File: src/rtl/pbc_pkg.sv
// Package for the PLL base clock selector: register map, fields, resets, states.
// Assumes an APB slave with 8-bit byte addresses and 32-bit data.
package pbc_pkg;

  // ************************************************************
  // Register indices (byte address is four times the index)
  // ************************************************************
  localparam logic [7:0] IDX_PLL_CONTROL  = 8'h36;
  localparam logic [7:0] IDX_BANDWIDTH    = 8'h37;
  localparam logic [7:0] IDX_MULT_HIGH    = 8'h38;
  localparam logic [7:0] IDX_MULT_LOW     = 8'h39;
  localparam logic [7:0] IDX_VCO_RANGE    = 8'h3A;
  localparam logic [7:0] IDX_REF_DIVIDER  = 8'h3B;
  localparam logic [7:0] IDX_OSC_CONFIG   = 8'h3C;

  // ************************************************************
  // Field positions
  // ************************************************************
  localparam int CTL_IE_BIT    = 7;
  localparam int CTL_FLAG_BIT  = 6;
  localparam int CTL_ON_BIT    = 5;
  localparam int CTL_BCS_BIT   = 4;
  localparam int CTL_PRE_LSB   = 2;
  localparam int BW_AUTO_BIT   = 7;
  localparam int BW_LOCK_BIT   = 6;
  localparam int BW_ACQ_BIT    = 5;
  localparam int CFG_RIS_BIT   = 0;

  // ************************************************************
  // Reset values and constants
  // ************************************************************
  localparam logic [11:0] MULT_RESET     = 12'h040;
  localparam logic [7:0]  RANGE_RESET    = 8'h40;
  localparam logic [3:0]  REFDIV_RESET   = 4'h1;
  localparam logic [31:0] NOM_STEP_HZ    = 32'h0000_9600;
  localparam int          SWITCH_EDGES_D = 3;

  typedef enum logic [1:0] {
    ST_RUN  = 2'b01,
    ST_HOLD = 2'b10
  } pbc_state_type;

  typedef struct packed {
    logic          ie;
    logic          flag;
    logic          pll_power_on;
    logic          base_clock_select;
    logic [1:0]    pre;
    logic [1:0]    vco_range_power_field;
    logic          auto_bw;
    logic          acq;
    logic [11:0]   mul;
    logic [7:0]    vrs;
    logic [3:0]    rds;
    logic          run_in_stop;
    logic          lock;
    logic          xclk_prev;
    logic          vclk_prev;
    logic          active_sel;
    pbc_state_type state;
    logic [1:0]    xcnt;
    logic [1:0]    vcnt;
    logic          base;
    logic [31:0]   prdata;
    logic          pready;
    logic          pslverr;
    logic          irq;
    logic          pll_en;
    logic          osc_en;
    logic [11:0]   eff_n;
    logic [3:0]    eff_r;
    logic [31:0]   centre;
  } pbc_regs_type;

  localparam pbc_regs_type REGS_RESET = '{
    ie: 1'b0, flag: 1'b0, pll_power_on: 1'b1, base_clock_select: 1'b0, pre: 2'h0, vco_range_power_field: 2'h0,
    auto_bw: 1'b0, acq: 1'b0, mul: MULT_RESET, vrs: RANGE_RESET,
    rds: REFDIV_RESET, run_in_stop: 1'b0, lock: 1'b0, xclk_prev: 1'b0,
    vclk_prev: 1'b0, active_sel: 1'b0, state: ST_RUN, xcnt: 2'h0,
    vcnt: 2'h0, base: 1'b0, prdata: 32'h0000_0000, pready: 1'b0,
    pslverr: 1'b0, irq: 1'b0, pll_en: 1'b0, osc_en: 1'b0,
    eff_n: MULT_RESET, eff_r: REFDIV_RESET, centre: 32'h0000_0000
  };

endpackage

File: src/rtl/pbc_selector.sv
// PLL control registers, base clock source selection with transition hold,
// divide-by-two output, lock change flag and interrupt.
// Assumes crystal and VCO clocks arrive as levels synchronous to i_clock.
`timescale 1ns/1ps

// Summary of operation
// - Reference divider or multiplier programmed zero acts as one.
// - Linear range zero disables PLL and forces crystal clock as source.
// - Switchover waits three crystal and three VCO clock cycles.
// - Base clock output stays static during a switchover.
// - Selected source is divided by two after the transition logic.
// - Select bit set chooses VCO clock, clear chooses crystal clock.
// - VCO clock cannot be selected while PLL power is off.
// - PLL power cannot be cleared while VCO clock is selected.
// - Power change combined with select change in one write is ignored.
// - Oscillator and PLL are enabled by the system oscillator enable.
// - Run-in-stop bit keeps oscillator running; default follows system enable.
// - Base clock output has even duty at half the source rate.
// - Crystal clock is divided by two like the VCO clock, straight from the oscillator.
// - Interrupt line is driven by the lock detection logic.
// - Centre frequency is L times two to the E times 38.4 kHz.
// - Lock flag sets on each lock toggle while automatic bandwidth is on, cleared by control reads.
// - Without automatic bandwidth, flag and lock read zero, enable forced clear.
// - PLL programming registers ignore writes while PLL power is on.
module pbc_selector #(
  parameter int SWITCH_EDGES = pbc_pkg::SWITCH_EDGES_D
) (
  // Clock and reset
  input  wire logic        i_clock,
  input  wire logic        i_reset_n,
  // APB slave
  input  wire logic        i_psel,
  input  wire logic        i_penable,
  input  wire logic        i_pwrite,
  input  wire logic [7:0]  i_paddr,
  input  wire logic [31:0] i_pwdata,
  output logic      [31:0] o_prdata,
  output logic             o_pready,
  output logic             o_pslverr,
  // Clock sources and analog status
  input  wire logic        i_crystal_clock,
  input  wire logic        i_vco_clock,
  input  wire logic        i_lock_detect,
  input  wire logic        i_filter_tracking,
  input  wire logic        i_osc_enable_from_sysint,
  // Clock and control outputs
  output logic             o_base_clock_out,
  output logic             o_clock_unit_irq,
  output logic             o_osc_enable,
  output logic             o_pll_enable,
  output logic             o_acq_mode,
  output logic      [1:0]  o_prescale_p,
  output logic      [1:0]  o_vco_range_e,
  output logic      [11:0] o_multiplier_n,
  output logic      [7:0]  o_linear_range,
  output logic      [3:0]  o_ref_divider,
  output logic      [31:0] o_vco_centre_hz
);
  import pbc_pkg::*;

  if (SWITCH_EDGES < 1 || SWITCH_EDGES > 3) begin : g_check
    $error("SWITCH_EDGES must be 1 to 3");
  end

  localparam logic [1:0] EDGES = 2'(SWITCH_EDGES);

  // ************************************************************
  // Decode helpers
  // ************************************************************
  function automatic logic hits(input logic [7:0] addr, input logic [7:0] idx);
    hits = (addr == 8'(idx << 2));
  endfunction

  function automatic logic mapped(input logic [7:0] addr);
    mapped = (addr[1:0] == 2'h0) && (addr[7:2] >= IDX_PLL_CONTROL[5:0])
             && (addr[7:2] <= IDX_OSC_CONFIG[5:0]);
  endfunction

  pbc_regs_type q;
  pbc_regs_type d;

  logic wr_done;
  logic rd_done;
  logic setup;
  logic xrise;
  logic vrise;
  logic src_rise;

  assign setup    = i_psel && !i_penable;
  assign wr_done  = i_psel && i_penable && q.pready && i_pwrite;
  assign rd_done  = i_psel && i_penable && q.pready && !i_pwrite;
  assign xrise    = i_crystal_clock && !q.xclk_prev;
  assign vrise    = i_vco_clock && !q.vclk_prev;
  assign src_rise = q.active_sel ? vrise : xrise;

  // ************************************************************
  // Next state
  // ************************************************************
  always_comb begin
    logic want_on;
    logic want_bcs;
    logic combined;
    logic toggle;
    want_on  = i_pwdata[CTL_ON_BIT];
    want_bcs = i_pwdata[CTL_BCS_BIT];
    combined = 1'b0;
    toggle   = 1'b0;
    d        = q;

    // APB answer prepared during setup, one access cycle
    d.pready  = setup;
    d.pslverr = setup && !mapped(i_paddr);
    d.prdata  = 32'h0000_0000;
    if (setup) begin
      if (hits(i_paddr, IDX_PLL_CONTROL)) begin
        d.prdata[7:0] = {q.ie && q.auto_bw, q.flag && q.auto_bw, q.pll_power_on, q.base_clock_select,
                         q.pre, q.vco_range_power_field};
      end else if (hits(i_paddr, IDX_BANDWIDTH)) begin
        d.prdata[7:0] = {q.auto_bw, q.lock && q.auto_bw, q.acq, 5'h00};
      end else if (hits(i_paddr, IDX_MULT_HIGH)) begin
        d.prdata[7:0] = {4'h0, q.mul[11:8]};
      end else if (hits(i_paddr, IDX_MULT_LOW)) begin
        d.prdata[7:0] = q.mul[7:0];
      end else if (hits(i_paddr, IDX_VCO_RANGE)) begin
        d.prdata[7:0] = q.vrs;
      end else if (hits(i_paddr, IDX_REF_DIVIDER)) begin
        d.prdata[7:0] = {4'h0, q.rds};
      end else if (hits(i_paddr, IDX_OSC_CONFIG)) begin
        d.prdata[7:0] = {7'h00, q.run_in_stop};
      end
    end

    // Register writes
    if (wr_done) begin
      if (hits(i_paddr, IDX_PLL_CONTROL)) begin
        d.ie     = i_pwdata[CTL_IE_BIT];
        combined = (want_on != q.pll_power_on) && (want_bcs != q.base_clock_select);
        if (!combined) begin
          d.pll_power_on = want_on || q.base_clock_select;
          d.base_clock_select   = want_bcs && q.pll_power_on && (q.vrs != 8'h00);
        end
        if (!q.pll_power_on) begin
          d.pre = i_pwdata[CTL_PRE_LSB+1:CTL_PRE_LSB];
          d.vco_range_power_field = i_pwdata[1:0];
        end
      end else if (hits(i_paddr, IDX_BANDWIDTH)) begin
        d.auto_bw = i_pwdata[BW_AUTO_BIT];
        if (!q.auto_bw) begin
          d.acq = i_pwdata[BW_ACQ_BIT];
        end
      end else if (hits(i_paddr, IDX_OSC_CONFIG)) begin
        d.run_in_stop = i_pwdata[CFG_RIS_BIT];
      end else if (!q.pll_power_on) begin
        if (hits(i_paddr, IDX_MULT_HIGH)) begin
          d.mul[11:8] = i_pwdata[3:0];
        end else if (hits(i_paddr, IDX_MULT_LOW)) begin
          d.mul[7:0] = i_pwdata[7:0];
        end else if (hits(i_paddr, IDX_VCO_RANGE)) begin
          d.vrs = i_pwdata[7:0];
        end else if (hits(i_paddr, IDX_REF_DIVIDER)) begin
          d.rds = i_pwdata[3:0];
        end
      end
    end
    if (d.vrs == 8'h00) begin
      d.base_clock_select = 1'b0;
    end
    if (!d.auto_bw) begin
      d.ie = 1'b0;
    end else begin
      d.acq = i_filter_tracking;
    end

    // Lock change flag, a set beats a clearing read
    d.lock = i_lock_detect;
    toggle = q.auto_bw && (i_lock_detect != q.lock);
    d.flag = toggle || (q.flag && !(rd_done && hits(i_paddr, IDX_PLL_CONTROL)));
    d.irq  = d.flag && d.ie && d.auto_bw;

    // Source switchover and divider
    d.xclk_prev = i_crystal_clock;
    d.vclk_prev = i_vco_clock;
    case (q.state)
      ST_RUN: begin
        if (src_rise) begin
          d.base = !q.base;
        end
        if (q.base_clock_select != q.active_sel) begin
          d.state = ST_HOLD;
          d.xcnt  = 2'h0;
          d.vcnt  = 2'h0;
        end
      end
      ST_HOLD: begin
        if (xrise && q.xcnt != EDGES) begin
          d.xcnt = q.xcnt + 2'h1;
        end
        if (vrise && q.vcnt != EDGES) begin
          d.vcnt = q.vcnt + 2'h1;
        end
        if (q.xcnt == EDGES && q.vcnt == EDGES) begin
          d.active_sel = q.base_clock_select;
          d.state      = ST_RUN;
        end
      end
      default: begin
        d.state = ST_RUN;
      end
    endcase

    // Derived outputs
    d.osc_en = i_osc_enable_from_sysint || d.run_in_stop;
    d.pll_en = d.pll_power_on && (d.vrs != 8'h00) && d.osc_en;
    d.eff_n  = (d.mul == 12'h000) ? 12'h001 : d.mul;
    d.eff_r  = (d.rds == 4'h0) ? 4'h1 : d.rds;
    d.centre = ({24'h00_0000, d.vrs} * NOM_STEP_HZ) << d.vco_range_power_field;
  end

  always_ff @(posedge i_clock) begin
    if (!i_reset_n) begin
      q <= REGS_RESET;
    end else begin
      q <= d;
    end
  end

  assign o_prdata         = q.prdata;
  assign o_pready         = q.pready;
  assign o_pslverr        = q.pslverr;
  assign o_base_clock_out = q.base;
  assign o_clock_unit_irq = q.irq;
  assign o_osc_enable     = q.osc_en;
  assign o_pll_enable     = q.pll_en;
  assign o_acq_mode       = q.acq;
  assign o_prescale_p     = q.pre;
  assign o_vco_range_e    = q.vco_range_power_field;
  assign o_multiplier_n   = q.eff_n;
  assign o_linear_range   = q.vrs;
  assign o_ref_divider    = q.eff_r;
  assign o_vco_centre_hz  = q.centre;
endmodule

File: config.mk
export PLATFORM = sky130hd
export DESIGN_NAME = pbc_selector
export DESIGN_NICKNAME = d
export VERILOG_FILES = /design/src/rtl/pbc_pkg.sv /design/src/rtl/pbc_selector.sv
export SDC_FILE = /design/constraint.sdc
export NUM_CORES = 1
export LEC_CHECK = 0
export BUFFER_PORTS_ARGS = -buffer_cell sky130_fd_sc_hd__buf_2
export CORE_ASPECT_RATIO = 1.25
export CORE_MARGIN = 2
export CORE_UTILIZATION = 40
export DETAILED_ROUTE_END_ITERATION = 16
export GPL_ROUTABILITY_DRIVEN = 0
export MAX_ROUTING_LAYER = met4
export PLACE_DENSITY = 0.66
export SYNTH_ARGS = -nofsm -noshare
export SYNTH_HDL_FRONTEND = slang
export SYNTH_SLANG_ARGS = --single-unit
File: constraint.sdc
create_clock -name i_clock -period 5.1 [get_ports i_clock]
set_input_delay 0.51 -clock i_clock [delete_from_list [all_inputs] [get_ports i_clock]]
set_output_delay 0.51 -clock i_clock [all_outputs]
set_load 0.02 [all_outputs]
==> run summary <==
outcome -> complete, no violations
area of the multi-input gates -> 0.00312 mm2
TritonCTS Buffers -> 9
number of synthesized flops with an enable pin -> 0
register area -> 0.00186 mm2
Worst setup SP type -> input pin
Synth top area share -> 32.3%
Clk pwr share -> 45.0%
pwr/cell area -> 240 mW/mm2
Worst Hold Launch -> i_osc_enable_from_sysint
syn avg cell area -> 8.94 um2
Finished Cell Area -> 0.00628 mm2
total wire length -> 12.9 mm
via-per-instance ratio -> 5.10
most frequent cell after synthesis -> buf_4
Final Hold Vio Count -> 0
Fmax achieved -> 207 MHz
Yosys Warn Count -> 0
share of cells above drive strength 1 -> 22.4%
overall die width -> 111 um
WL per Instance -> 14.7 um
clock tree buffer depth -> 2
# diodes -> 0
Post-synth ARST share -> 0%
CTS root buf -> clkbuf_16
grt ovf -> 0
Tcrit/Tclk final -> 94.9%
crit path DAT -> 5.06 ns
internal power -> 1140 uW
DP Cell Count -> 862
Finished Core Util -> 44.2%
sequential share of power -> 48.7%
DRC viols -> 0
synth unique cells -> 73
Cell Area, Synth -> 0.00577 mm2
Post-synth top cells -> buf_4 (94), dfxtp_1 (93), nor2_1 (67)
Core Area -> 0.0142 mm2
cell count after synthesis -> 645
crit path launch -> i_paddr[0]
die height -> 138 um
Setup CP Type -> input pin to flop
Max IR drop VDD -> 0.000145 V
largest net degree at the start of global routing -> 45
clk_lat worst skew -> 0.34 ns
antenna viol nets, final -> 0
Sw Ratio -> 24.4%
clock input transition at the sequential cells of the worst setup and hold paths -> 0.06 ns
CTS tree -> built
worst r2r src -> o_pready
# port buffers -> 86
leading area contributor after synthesis -> dfxtp_1
Hold WC Path Type -> input pin to flop
number of DRC markers in iteration 0 -> 197
fin cells -> 878
slew margin rel. -> 43.1%
Leakage -> 0.00313 uW
worst-margin pin slew -> 0.830 ns
CTS resizes -> 0
placed cell areas -> 0.00598 mm2
Layout Skew -> 0.00696 ns
Net Switching -> 367 uW
drt pass-1 iters -> 5
crit path time final -> 4.84 ns
I/O Pins -> 149
die area -> 0.0154 mm2
final setup violation count -> 0
Gate power share -> 6.3%
share of the yosys chip area belonging to registers -> 32.3%
top cells by area, synth -> dfxtp_1 (32%), buf_4 (12%), ha_1 (8.7%)
postcts setup bufs -> 0
Max-cap violations -> 0
vias in the first global route -> 4273
Tot Pwr -> 1510 uW
Post-DP HPWL -> 9.96 mm
initial antenna violation count -> 0
initial core utilization -> 40.6%
critical path endpoint category -> flop
vias -> 4475
CTS sink count -> 93
critical path required time -> 5.32 ns
RSZ-0062 raised after global routing -> no
cts hold-fix bufs -> 0
htree depth -> 3
CP Max Fanout -> 7
# rows -> 49
Slew Viols, Final -> 0
Nets -> 792
P&R area growth vs syn -> 8.96%
flops & latches, synth -> 93
first-pass GRT wire length -> 20.9 mm
top_reg_cell synth -> dfxtp_1
GRT Overall Usage -> 17.3%
fillers -> 1439
worst paths after layout:
| check | endpoint | slack, ns | depth (start not counted) |
|---|---|---|---|
| worst max register to register | o_vco_centre_hz[21] | 0.34 | 18 |
| worst max-delay path | o_vco_centre_hz[21] | 0.26 | 19 |
| worst min register to register | q[129] | 0.49 | 2 |
| worst min-delay path | o_osc_enable | 0.39 | 2 |
layer usage:
layer / global-route usage, % / part of all wire [%] / vias up
met2: 30.4 / 52 / 112
li1: - / - / 2239
met3: 3.42 / 4.8 / 21
met1: 19.1 / 41 / 2103
met5: - / 0 / -
met4: 6.82 / 2.5 / 0
sequential cells by signal (all words and copies together), names as in the netlist:
signal	flops
q	32
o_pll_enable	1
o_multiplier_n	12
o_acq_mode	1
o_pready	1
o_linear_range	8
o_prescale_p	2
o_prdata	8
o_clock_unit_irq	1
o_pslverr	1
o_ref_divider	4
o_vco_range_e	2
o_base_clock_out	1
o_osc_enable	1
o_vco_centre_hz	18
cells in the final DEF (no fill, tap or decap), types with 3 or more instances in the layout:
master	instances
dfxtp_1	93
buf_2	86
nor2_1	67
ha_1	40
conb_1	38
a21oi_1	36
mux2i_1	34
nand2_1	33
buf_4	32
inv_1	31
o21ai_0	12
nand3_1	12
and3_1	11
nor4_1	10
nor3_1	9
clkbuf_16	9
nand3b_1	8
mux2_2	7
and2_1	7
a22oi_1	7
fa_1	7
a21o_1	6
a31oi_1	6
o21a_1	5
xor2_1	5
nor3b_1	5
nor2b_1	4
a211oi_1	4
nand2b_1	4
nand4_1	4
a211o_1	3
or3_1	3
o31ai_1	3
mux4_2	3
area by class of cell:
class	count	area share (%)
inverters	31	1.85
flip-flops and latches	93	29.6
clock inverters	6	1.09
clock buffers	10	3.64
repair buffers	118	10.7
multi-input cells	442	49.6
well taps	178	3.54
critical path: stages:
cell      delay [ns]
buf_2           0.10
and4bb_2        0.29
and4_1          0.26
nand2_2         0.13
buf_4           0.18
mux2_2          0.28
ha_1            0.28
ha_1            0.18
inv_1           0.08
fa_1            0.45
fa_1            0.53
inv_1           0.04
ha_1            0.21
or4_1           0.47
a21o_1          0.23
a21o_1          0.18
and3_1          0.18
nor3_1          0.33
o32ai_1         0.14
power by group through the flow:
| stage | clock, uW | combinational [uW] | sequential, uW |
|---|---|---|---|
| after floorplan | 0 | 83.7 | 753 |
| after global placement | 0 | 93.5 | 750 |
| after detailed placement | 0 | 93.8 | 750 |
| after CTS | 697 | 94.2 | 733 |
| after global routing | 726 | 103 | 734 |
| final | 678 | 94.7 | 733 |
through the flow:
| stage | setup WS (ns) | setup TNS, ns | hold slack (ns) |
|---|---|---|---|
| 2_1_floorplan | 0.0541 | 0 | 0.462 |
| 3_3_place_gp | -0.0680 | -0.163 | 0.488 |
| 3_5_place_dp | -0.101 | -0.273 | 0.492 |
| 4_1_cts | 0.252 | 0 | 0.383 |
| 5_1_grt | 0.0568 | 0 | 0.387 |
| 6_report | 0.259 | 0 | 0.392 |
kinds of logic after synthesis:
kind of cell	synth area share [%]
and+or+nand+nor	17.5
buffers and inverters	16.2
AOI/OAI and AO/OA	13.0
DFF	32.3
adders and majority gates	11.1
muxes	8.70
xor gates and xnor gates	1.06
other	0.0650
Power figures use the tool's default switching activity.
